File: src/rtl/snp_defs.svh
`ifndef SNP_DEFS_SVH
`define SNP_DEFS_SVH

// ----------------------------------------
// widths
// ----------------------------------------
`define SNP_BYTE_W 8
`define SNP_LANES 4
`define SNP_SYNC_W 8
`define SNP_CNT_W 4

// ----------------------------------------
// synchroniser bit positions
// ----------------------------------------
`define SNP_SY_CS 0
`define SNP_SY_CLK 1
`define SNP_SY_IO 4
`define SNP_LANE_WP 2
`define SNP_LANE_HOLD 3

// ----------------------------------------
// reset values
// ----------------------------------------
// select resets low, so a select held low through reset is never a fall
`define SNP_SYNC_RST 8'hFC
`define SNP_OE_OFF 4'hF
`define SNP_LANE_OFF 4'h0
`define SNP_CNT_ZERO 4'h0

// ----------------------------------------
// output enable patterns (low drives)
// ----------------------------------------
`define SNP_OE_SINGLE 4'hD
`define SNP_OE_DUAL 4'hC
`define SNP_OE_QUAD 4'h0

`endif

File: src/rtl/snp_pkg.sv
package snp_pkg;

  typedef enum logic [2:0] {
    SNP_SINGLE = 3'h1,
    SNP_DUAL = 3'h2,
    SNP_QUAD = 3'h4
  } snp_lane_e;

  typedef enum logic [2:0] {
    SNP_IDLE = 3'h1,
    SNP_RUN = 3'h2,
    SNP_PAUSE = 3'h4
  } snp_state_e;

  typedef struct packed {
    logic [3:0] o;
    logic [3:0] oe_n;
  } snp_pad_s;

endpackage : snp_pkg

File: src/rtl/snp_sync.sv
`timescale 1ns/1ps
`include "snp_defs.svh"

module snp_sync #(
  parameter int W = `SNP_SYNC_W,
  parameter logic [W-1:0] RST_VAL = `SNP_SYNC_RST
) (
  // clock and reset
  input wire logic clk_i,
  input wire logic rst_i,
  // levels
  input wire logic [W-1:0] d_i,
  output logic [W-1:0] q_o
);

  logic [W-1:0] meta_reg;

  // ----------------------------------------
  // two stage synchroniser
  // ----------------------------------------
  always_ff @(posedge clk_i or posedge rst_i)
  begin
    if (rst_i)
    begin
      meta_reg <= RST_VAL;
      q_o <= RST_VAL;
    end
    else
    begin
      meta_reg <= d_i;
      q_o <= meta_reg;
    end
  end

endmodule : snp_sync

File: src/rtl/snp_shift.sv
`timescale 1ns/1ps
`include "snp_defs.svh"

module snp_shift #(
  parameter int W = `SNP_BYTE_W
) (
  // clock and reset
  input wire logic clk_i,
  input wire logic rst_i,
  // control
  input wire logic clr_i,
  input wire logic cap_i,
  input wire logic launch_i,
  input wire snp_pkg::snp_lane_e lanes_i,
  // serial side
  input wire logic [3:0] din_i,
  output logic [3:0] dout_o,
  // parallel side
  input wire logic [W-1:0] tx_byte_i,
  output logic tx_take_o,
  output logic [W-1:0] rx_byte_o,
  output logic rx_done_o
);

  logic [W-1:0] rx_reg;
  logic [W-1:0] rx_next;
  logic [W-1:0] tx_reg;
  logic [W-1:0] tx_src;
  logic [`SNP_CNT_W-1:0] rx_cnt_reg;
  logic [`SNP_CNT_W-1:0] tx_cnt_reg;
  logic [`SNP_CNT_W-1:0] step;

  // bits moved per clock edge for a lane mode
  function automatic logic [`SNP_CNT_W-1:0] snp_step(input snp_pkg::snp_lane_e l);
    unique case (l)
      snp_pkg::SNP_DUAL: snp_step = 4'h2;
      snp_pkg::SNP_QUAD: snp_step = 4'h4;
      default: snp_step = 4'h1;
    endcase
  endfunction : snp_step

  // shift a word left by the lane width, filling from the lanes
  function automatic logic [W-1:0] snp_shl(input logic [W-1:0] v, input logic [3:0] d,
                                           input snp_pkg::snp_lane_e l);
    unique case (l)
      snp_pkg::SNP_DUAL: snp_shl = {v[W-3:0], d[1:0]};
      snp_pkg::SNP_QUAD: snp_shl = {v[W-5:0], d[3:0]};
      default: snp_shl = {v[W-2:0], d[0]};
    endcase
  endfunction : snp_shl

  assign step = snp_step(lanes_i);
  assign rx_next = snp_shl(rx_reg, din_i, lanes_i);
  assign tx_src = (tx_cnt_reg == `SNP_CNT_ZERO) ? tx_byte_i : tx_reg;
  assign tx_take_o = launch_i && (tx_cnt_reg == `SNP_CNT_ZERO);

  // ----------------------------------------
  // capture on rising clock edges
  // ----------------------------------------
  always_ff @(posedge clk_i or posedge rst_i)
  begin
    if (rst_i)
    begin
      rx_reg <= '0;
      rx_cnt_reg <= `SNP_CNT_ZERO;
      rx_byte_o <= '0;
      rx_done_o <= 1'b0;
    end
    else
    begin
      rx_done_o <= 1'b0;
      if (clr_i)
        rx_cnt_reg <= `SNP_CNT_ZERO;
      else if (cap_i)
      begin
        rx_reg <= rx_next;
        if (rx_cnt_reg + step == `SNP_CNT_W'(W))
        begin
          rx_cnt_reg <= `SNP_CNT_ZERO;
          rx_byte_o <= rx_next;
          rx_done_o <= 1'b1;
        end
        else
          rx_cnt_reg <= rx_cnt_reg + step;
      end
    end
  end

  // ----------------------------------------
  // launch on falling clock edges
  // ----------------------------------------
  always_ff @(posedge clk_i or posedge rst_i)
  begin
    if (rst_i)
    begin
      tx_reg <= '0;
      tx_cnt_reg <= `SNP_CNT_ZERO;
      dout_o <= `SNP_LANE_OFF;
    end
    else if (clr_i)
      tx_cnt_reg <= `SNP_CNT_ZERO;
    else if (launch_i)
    begin
      tx_reg <= snp_shl(tx_src, `SNP_LANE_OFF, lanes_i);
      unique case (lanes_i)
        snp_pkg::SNP_DUAL: dout_o <= {2'h0, tx_src[W-1:W-2]};
        snp_pkg::SNP_QUAD: dout_o <= tx_src[W-1:W-4];
        default: dout_o <= {2'h0, tx_src[W-1], 1'b0};
      endcase
      if (tx_cnt_reg + step == `SNP_CNT_W'(W))
        tx_cnt_reg <= `SNP_CNT_ZERO;
      else
        tx_cnt_reg <= tx_cnt_reg + step;
    end
  end

endmodule : snp_shift

File: src/rtl/snp_pin_if.sv
`timescale 1ns/1ps
`include "snp_defs.svh"

module snp_pin_if #(
  parameter int W = `SNP_BYTE_W
) (
  // clock and reset
  input wire logic clk_i,
  input wire logic rst_i,
  // serial pins
  input wire logic cs_n_i,
  input wire logic sclk_i,
  input wire logic [3:0] io_i,
  output snp_pkg::snp_pad_s pad_o,
  // command core: lane use and data
  input wire snp_pkg::snp_lane_e lane_mode_i,
  input wire logic out_phase_i,
  input wire logic [W-1:0] tx_byte_i,
  output logic tx_take_o,
  output logic [W-1:0] rx_byte_o,
  output logic rx_valid_o,
  // command core: frame status
  output logic frame_start_o,
  output logic frame_end_o,
  output logic selected_o,
  output logic paused_o,
  // protection
  input wire logic wp_enable_i,
  input wire logic [3:0] block_protect_bits_i,
  input wire logic [1:0] status_protect_bits_i,
  output logic write_block_o,
  output logic protection_reg_lock_o,
  output logic region_lock_o,
  output logic quad_reject_o,
  // internal program or erase cycle
  input wire logic cycle_start_i,
  input wire logic cycle_done_i,
  output logic cycle_busy_o
);

  logic [`SNP_SYNC_W-1:0] sync_q;
  logic cs_s;
  logic cs_d_reg;
  logic sclk_s;
  logic sclk_d_reg;
  logic [3:0] io_s;
  logic hold_n_s;
  logic wp_n_s;
  logic sclk_rise;
  logic sclk_fall;
  logic cs_fall;
  logic armed_reg;
  logic seen_rise_reg;
  logic quad_lock_reg;
  logic quad_busy;
  logic wp_guard_reg;
  logic cycle_busy_reg;
  logic drive;
  logic cap;
  logic launch;
  logic [3:0] dout;
  logic [3:0] oe_n_next;
  snp_pkg::snp_lane_e eff_lanes;
  snp_pkg::snp_state_e state_reg;
  snp_pkg::snp_state_e state_next;

  // ----------------------------------------
  // pin synchronisers
  // ----------------------------------------
  snp_sync #(
    .W(`SNP_SYNC_W),
    .RST_VAL(`SNP_SYNC_RST)
  ) u_sync (
    .clk_i(clk_i),
    .rst_i(rst_i),
    .d_i({io_i, 2'h3, sclk_i, cs_n_i}),
    .q_o(sync_q)
  );

  assign cs_s = sync_q[`SNP_SY_CS];
  assign sclk_s = sync_q[`SNP_SY_CLK];
  assign io_s = sync_q[`SNP_SY_IO +: `SNP_LANES];
  assign wp_n_s = io_s[`SNP_LANE_WP];
  assign hold_n_s = io_s[`SNP_LANE_HOLD];

  // ----------------------------------------
  // edge detection
  // ----------------------------------------
  always_ff @(posedge clk_i or posedge rst_i)
  begin
    if (rst_i)
    begin
      cs_d_reg <= 1'b0;
      sclk_d_reg <= 1'b0;
    end
    else
    begin
      cs_d_reg <= cs_s;
      sclk_d_reg <= sclk_s;
    end
  end

  assign sclk_rise = sclk_s && !sclk_d_reg;
  assign sclk_fall = !sclk_s && sclk_d_reg;
  assign cs_fall = !cs_s && cs_d_reg;

  // ----------------------------------------
  // power-up arming
  // ----------------------------------------
  always_ff @(posedge clk_i or posedge rst_i)
  begin
    if (rst_i)
      armed_reg <= 1'b0;
    else if (cs_fall)
      armed_reg <= 1'b1;
  end

  // ----------------------------------------
  // lane mode and quad handling
  // ----------------------------------------
  // quad with hardware protect falls back to single and drives nothing
  assign quad_reject_o = wp_enable_i && (lane_mode_i == snp_pkg::SNP_QUAD);
  assign eff_lanes = quad_reject_o ? snp_pkg::SNP_SINGLE : lane_mode_i;
  assign quad_busy = quad_lock_reg || (eff_lanes == snp_pkg::SNP_QUAD);

  always_ff @(posedge clk_i or posedge rst_i)
  begin
    if (rst_i)
      quad_lock_reg <= 1'b0;
    else if (state_reg == snp_pkg::SNP_IDLE)
      quad_lock_reg <= 1'b0;
    else if (state_reg == snp_pkg::SNP_RUN && eff_lanes == snp_pkg::SNP_QUAD)
      quad_lock_reg <= 1'b1;
  end

  // ----------------------------------------
  // select and pause state machine
  // ----------------------------------------
  always_comb
  begin
    state_next = state_reg;
    unique case (state_reg)
      snp_pkg::SNP_IDLE:
        if (!cs_s && (armed_reg || cs_fall))
          state_next = snp_pkg::SNP_RUN;
      snp_pkg::SNP_RUN:
        if (cs_s)
          state_next = snp_pkg::SNP_IDLE;
        else if (!hold_n_s && !quad_busy && !sclk_s)
          state_next = snp_pkg::SNP_PAUSE;
      snp_pkg::SNP_PAUSE:
        if (cs_s)
          state_next = snp_pkg::SNP_IDLE;
        else if (hold_n_s && !sclk_s)
          state_next = snp_pkg::SNP_RUN;
      default:
        state_next = snp_pkg::SNP_IDLE;
    endcase
  end

  always_ff @(posedge clk_i or posedge rst_i)
  begin
    if (rst_i)
      state_reg <= snp_pkg::SNP_IDLE;
    else
      state_reg <= state_next;
  end

  always_ff @(posedge clk_i or posedge rst_i)
  begin
    if (rst_i)
    begin
      frame_start_o <= 1'b0;
      frame_end_o <= 1'b0;
    end
    else
    begin
      frame_start_o <= (state_reg == snp_pkg::SNP_IDLE) && (state_next == snp_pkg::SNP_RUN);
      frame_end_o <= (state_reg != snp_pkg::SNP_IDLE) && (state_next == snp_pkg::SNP_IDLE);
    end
  end

  assign selected_o = state_reg != snp_pkg::SNP_IDLE;
  assign paused_o = state_reg == snp_pkg::SNP_PAUSE;

  // ----------------------------------------
  // serial data path
  // ----------------------------------------
  // a leading fall with an idle-high clock precedes any data bit
  always_ff @(posedge clk_i or posedge rst_i)
  begin
    if (rst_i)
      seen_rise_reg <= 1'b0;
    else if (state_reg == snp_pkg::SNP_IDLE)
      seen_rise_reg <= 1'b0;
    else if (sclk_rise && state_reg == snp_pkg::SNP_RUN)
      seen_rise_reg <= 1'b1;
  end

  // paused state freezes shifters so the operation resumes where it stopped
  assign cap = (state_reg == snp_pkg::SNP_RUN) && sclk_rise && !out_phase_i;
  assign launch = (state_reg == snp_pkg::SNP_RUN) && sclk_fall && seen_rise_reg && out_phase_i;

  snp_shift #(
    .W(W)
  ) u_shift (
    .clk_i(clk_i),
    .rst_i(rst_i),
    .clr_i(state_reg == snp_pkg::SNP_IDLE),
    .cap_i(cap),
    .launch_i(launch),
    .lanes_i(eff_lanes),
    .din_i(io_s),
    .dout_o(dout),
    .tx_byte_i(tx_byte_i),
    .tx_take_o(tx_take_o),
    .rx_byte_o(rx_byte_o),
    .rx_done_o(rx_valid_o)
  );

  // ----------------------------------------
  // pad drive
  // ----------------------------------------
  // the host must already have released shared lanes in the output phase
  assign drive = (state_reg == snp_pkg::SNP_RUN) && !cs_s && out_phase_i && !quad_reject_o;

  always_comb
  begin
    oe_n_next = `SNP_OE_OFF;
    if (drive)
    begin
      unique case (eff_lanes)
        snp_pkg::SNP_DUAL: oe_n_next = `SNP_OE_DUAL;
        snp_pkg::SNP_QUAD: oe_n_next = `SNP_OE_QUAD;
        default: oe_n_next = `SNP_OE_SINGLE;
      endcase
    end
  end

  always_ff @(posedge clk_i or posedge rst_i)
  begin
    if (rst_i)
    begin
      pad_o.oe_n <= `SNP_OE_OFF;
      pad_o.o <= `SNP_LANE_OFF;
    end
    else
    begin
      pad_o.oe_n <= oe_n_next;
      pad_o.o <= dout;
    end
  end

  // ----------------------------------------
  // write protection
  // ----------------------------------------
  // the pin is only a guard while it is not a quad data lane
  always_ff @(posedge clk_i or posedge rst_i)
  begin
    if (rst_i)
      wp_guard_reg <= 1'b0;
    else if (!quad_busy)
      wp_guard_reg <= !wp_n_s;
  end

  assign write_block_o = wp_enable_i && wp_guard_reg;
  assign protection_reg_lock_o = wp_guard_reg && (wp_enable_i || status_protect_bits_i[0]);
  assign region_lock_o = protection_reg_lock_o && (block_protect_bits_i != 4'h0);

  // ----------------------------------------
  // internal cycle tracking
  // ----------------------------------------
  always_ff @(posedge clk_i or posedge rst_i)
  begin
    if (rst_i)
      cycle_busy_reg <= 1'b0;
    else if (cycle_start_i && !write_block_o)
      cycle_busy_reg <= 1'b1;
    else if (cycle_done_i)
      cycle_busy_reg <= 1'b0;
  end

  assign cycle_busy_o = cycle_busy_reg;
endmodule : snp_pin_if

File: config.mk
export PLATFORM = sky130hd
export DESIGN_NAME = snp_pin_if
export DESIGN_NICKNAME = d
export VERILOG_FILES = /design/src/rtl/snp_pkg.sv /design/src/rtl/snp_sync.sv /design/src/rtl/snp_shift.sv /design/src/rtl/snp_pin_if.sv
export VERILOG_INCLUDE_DIRS = /design/src /design/src/rtl
export SDC_FILE = /design/constraint.sdc
export NUM_CORES = 1
export LEC_CHECK = 0
export ABC_AREA = 0
export BUFFER_PORTS_ARGS = -buffer_cell sky130_fd_sc_hd__buf_2
export CAP_MARGIN = 20
export CORE_MARGIN = 1
export CORE_UTILIZATION = 38
export DETAILED_ROUTE_END_ITERATION = 6
export GPL_TIMING_DRIVEN = 1
export PLACE_DENSITY_LB_ADDON = 0.15
export SYNTH_ARGS = -nofsm -noshare
export SYNTH_HDL_FRONTEND = slang
export SYNTH_HIERARCHICAL = 1
export SYNTH_SLANG_ARGS = --single-unit
File: constraint.sdc
create_clock -name clk_i -period 2.45 [get_ports clk_i]
set_clock_uncertainty 0.2 [all_clocks]
set_input_delay 0.49 -clock clk_i [delete_from_list [all_inputs] [get_ports clk_i]]
set_output_delay 0.49 -clock clk_i [all_outputs]
set_load 0.01 [all_outputs]
==> metrics.md <==
| Metric | Value |
|---|---|
| First-pass GRT wire length | 12,000 um |
| Slowest stage cell, crit path | or4b_4 |
| Unrepaired setup endpoints after global routing | yes |
| Largest net degree at the start of global routing | 36 |
| Total track usage | around 18% |
| Routed length on met3 | ~350 um |
| Share of layout cells above drive strength 1 | 43.5% |
| CP Launch Type | input port |
| Filler cell count | 759 |
| Root Driver | clkbuf_8 |
| Max-slew violations | 0 |
| Final Hold Viols | 0 |
| CTS sink count | 66 |
| Fin nets | roughly 420 |
| Vias | 2,536 |
| Num rows | 33 |
| Vias in the first global route | between 2,000 and 2,500 |
| Placed Cells | roughly 470 |
| WL met1 | ~3500 um |
| Cells on worst reg2reg path | 7 |
| Slew headroom | 51.3% |
| Area grow syn2layout | 32.5% |
| Setup Viol. Count Final | 12 |
| Die Span Y | between 90 and 100 um |
| DR top layer | met4 |
| Max frequency | 333 MHz |
| Status | complete, but fails checks |
| Core box area | 8260 sq um |
| Tcrit/Tclk final | 122% |
| Register Area | ~1700 sq um |
| H-tree depth | 3 |
| CP max stage delay | between 0.5 and 0.6 ns |
| Min cycle time layout | around 3.0 ns |
| Required time of the worst setup path | 2.52 ns |
| Syn. warnings | 6 |
| Worst hold path class | in2reg |
| Largest Register | u_shift/rx_byte_o |
| Syn Inst Count | 293 |
| CP max FO | 4 |
| Starting Density | 39.4% |
| Dpl hpwl | ~5400 um |
| Critical Path End Type | register |
| TritonCTS buffer count | 9 |
| Mapped Area | 3260 sq um |
| IO Pins | 56 |
| Die X | 94.6 um |
| Gr ovfl total | 0 |
| Post-route ant nets | 0 |
| GPL Wtd Cong | 0.790 |
| Syn nets | between 300 and 400 |
| Fin area | 4320 sq um |
| MaxCap Viol Count | 0 |
| Post-layout util | between 50% and 60% |
| Setup ws final | -0.549 ns |
| Synth Area per Inst | 11.1 sq um |
| IO buf count | 54 |
| DRT Pass-1 Iters | 5 |
| Placed instance area | 3940 sq um |
| Wire per inst | between 10 and 15 um |
| DRC viols | 0 |
| Wire length on met2 | roughly 3500 um |
| Area of the die | between 8000 and 9000 sq um |
| Clock tree buffer depth | 2 |
| Worst-Margin Slew | about 0.73 ns |
| Initial antenna violation count | 0 |
| CTS tree | yes |
| Largest register FFs | 8 |
| Drt initial violations | 93 |
| Post-route insts no fill | about 500 |
| DR vias/cell | 5.11 |
| CP Cell Sequence | buf_8 -> nor4bb_4 -> nor2b_2 -> xor2_1 -> and2_4 -> inv_4 -> buf_4 -> ha_4 -> inv_2 -> fa_2 -> nor3b_4 -> or4b_4 -> a31oi_4 |
| P_leak | about 2.0 nW |
| Crit path DAT | approximately 3.1 ns |
| P per Cell Area | 590 nW/um^2 |
| Hold Path Depth | 1 |
| Hold_ws | 0.0370 ns |
| Max VDD drop | 0.294 mV |
| CP Class | in2reg |
| Insertion delay to the later sink of the worst-skew pair | 0.34 ns |
| Antenna cells | 0 |
| Violated checks | negative setup slack |
| Final WL | 7430 um |
| Footprint of the multi-input gates | 1610 sq um |
| CTS clk-pin slew, worst paths | 0.07 ns |
routing by layer:
layer,vias to the layer above,track usage [%]
met5,-,0
met4,0,8.33
met3,7,4.35
met2,75,29.0
met1,1226,23.3
li1,1228,-
cells in the final DEF (no fill, tap or decap), types with 3 or more instances in the layout:
cell and n:
dfrtp_1 54, buf_2 52, buf_4 40, inv_1 17, nor2_1 16, nand2_1 16, mux2i_1 15, o21ai_0 14
dfstp_2 12, clkbuf_8 10, nor2b_1 9, a21oi_1 9, mux2_2 8, o221ai_1 7, o21a_1 5, o22a_1 5
nor3_1 5, nand2b_1 4, o31ai_1 4, nand3b_1 3, nand3_1 3, a22o_1 3, buf_6 3, inv_4 3
mux2_4 3, inv_2 3, ha_4 3, ha_1 3
area by class of cell:
| cell class | count | share of cell area (%) |
|---|---|---|
| Clock inverter | 5 | 1.28 |
| Clock buffer | 11 | 3.28 |
| Sequential cell | 66 | 38.6 |
| Timing Repair Buffer | 97 | 14.4 |
| Inverter | 23 | 2.17 |
| Tap cell | 105 | 3.04 |
| Multi-Input combinational cell | 189 | 37.3 |
stage by stage:
stage	setup TNS [ns]	setup WS (ns)	total power, mW
after global routing	-7.36	-0.718	2.67
after CTS	-5.46	-0.569	2.56
after floorplan	-9.04	-0.930	1.46
final	-5.11	-0.549	2.55
after detailed placement	-11.46	-0.971	1.62
after global placement	-10.26	-0.886	1.62
power by group:
| group | internal [mW] | switching (mW) |
|---|---|---|
| logic | 0.223 | 0.228 |
| registers | 1.15 | 0.0398 |
| clock network | 0.494 | 0.410 |
| total | 1.87 | 0.678 |
worst max-delay path, delay by kind of cell:
kind | cells | cell delay, ns
buf+inv | 4 | 0.31
compound gates | 1 | 0.14
xor+xnor | 1 | 0.15
fa+ha+maj | 2 | 0.60
simple gates | 5 | 1.36
worst paths after layout:
kind / from / end / slack, ns
worst max-delay path: lane_mode_i[1] / u_shift/tx_cnt_reg[3] / -0.55
worst min-delay path: io_i[0] / u_sync/meta_reg[4] / 0.04
worst max register to register: u_shift/rx_cnt_reg[0] / u_shift/rx_byte_o[1] / 0.13
worst min register to register: u_sync/meta_reg[0] / u_sync/q_o[0] / 0.15
max in group asynchronous: rst_i / wp_guard_reg / 0.96
min in group asynchronous: rst_i / u_sync/meta_reg[1] / 0.49
timing repair:
item | 4_1_cts | 5_1_grt
setup buffers | 5 | 3
gates resized for setup | 12 | 10
setup endpoints to repair | 13 | 16
pin swaps | 9 | 7
hold buffers | 1 | 0
hold endpoints to repair | 4 | 0
Note: power is estimated with default switching activity, not from simulation.
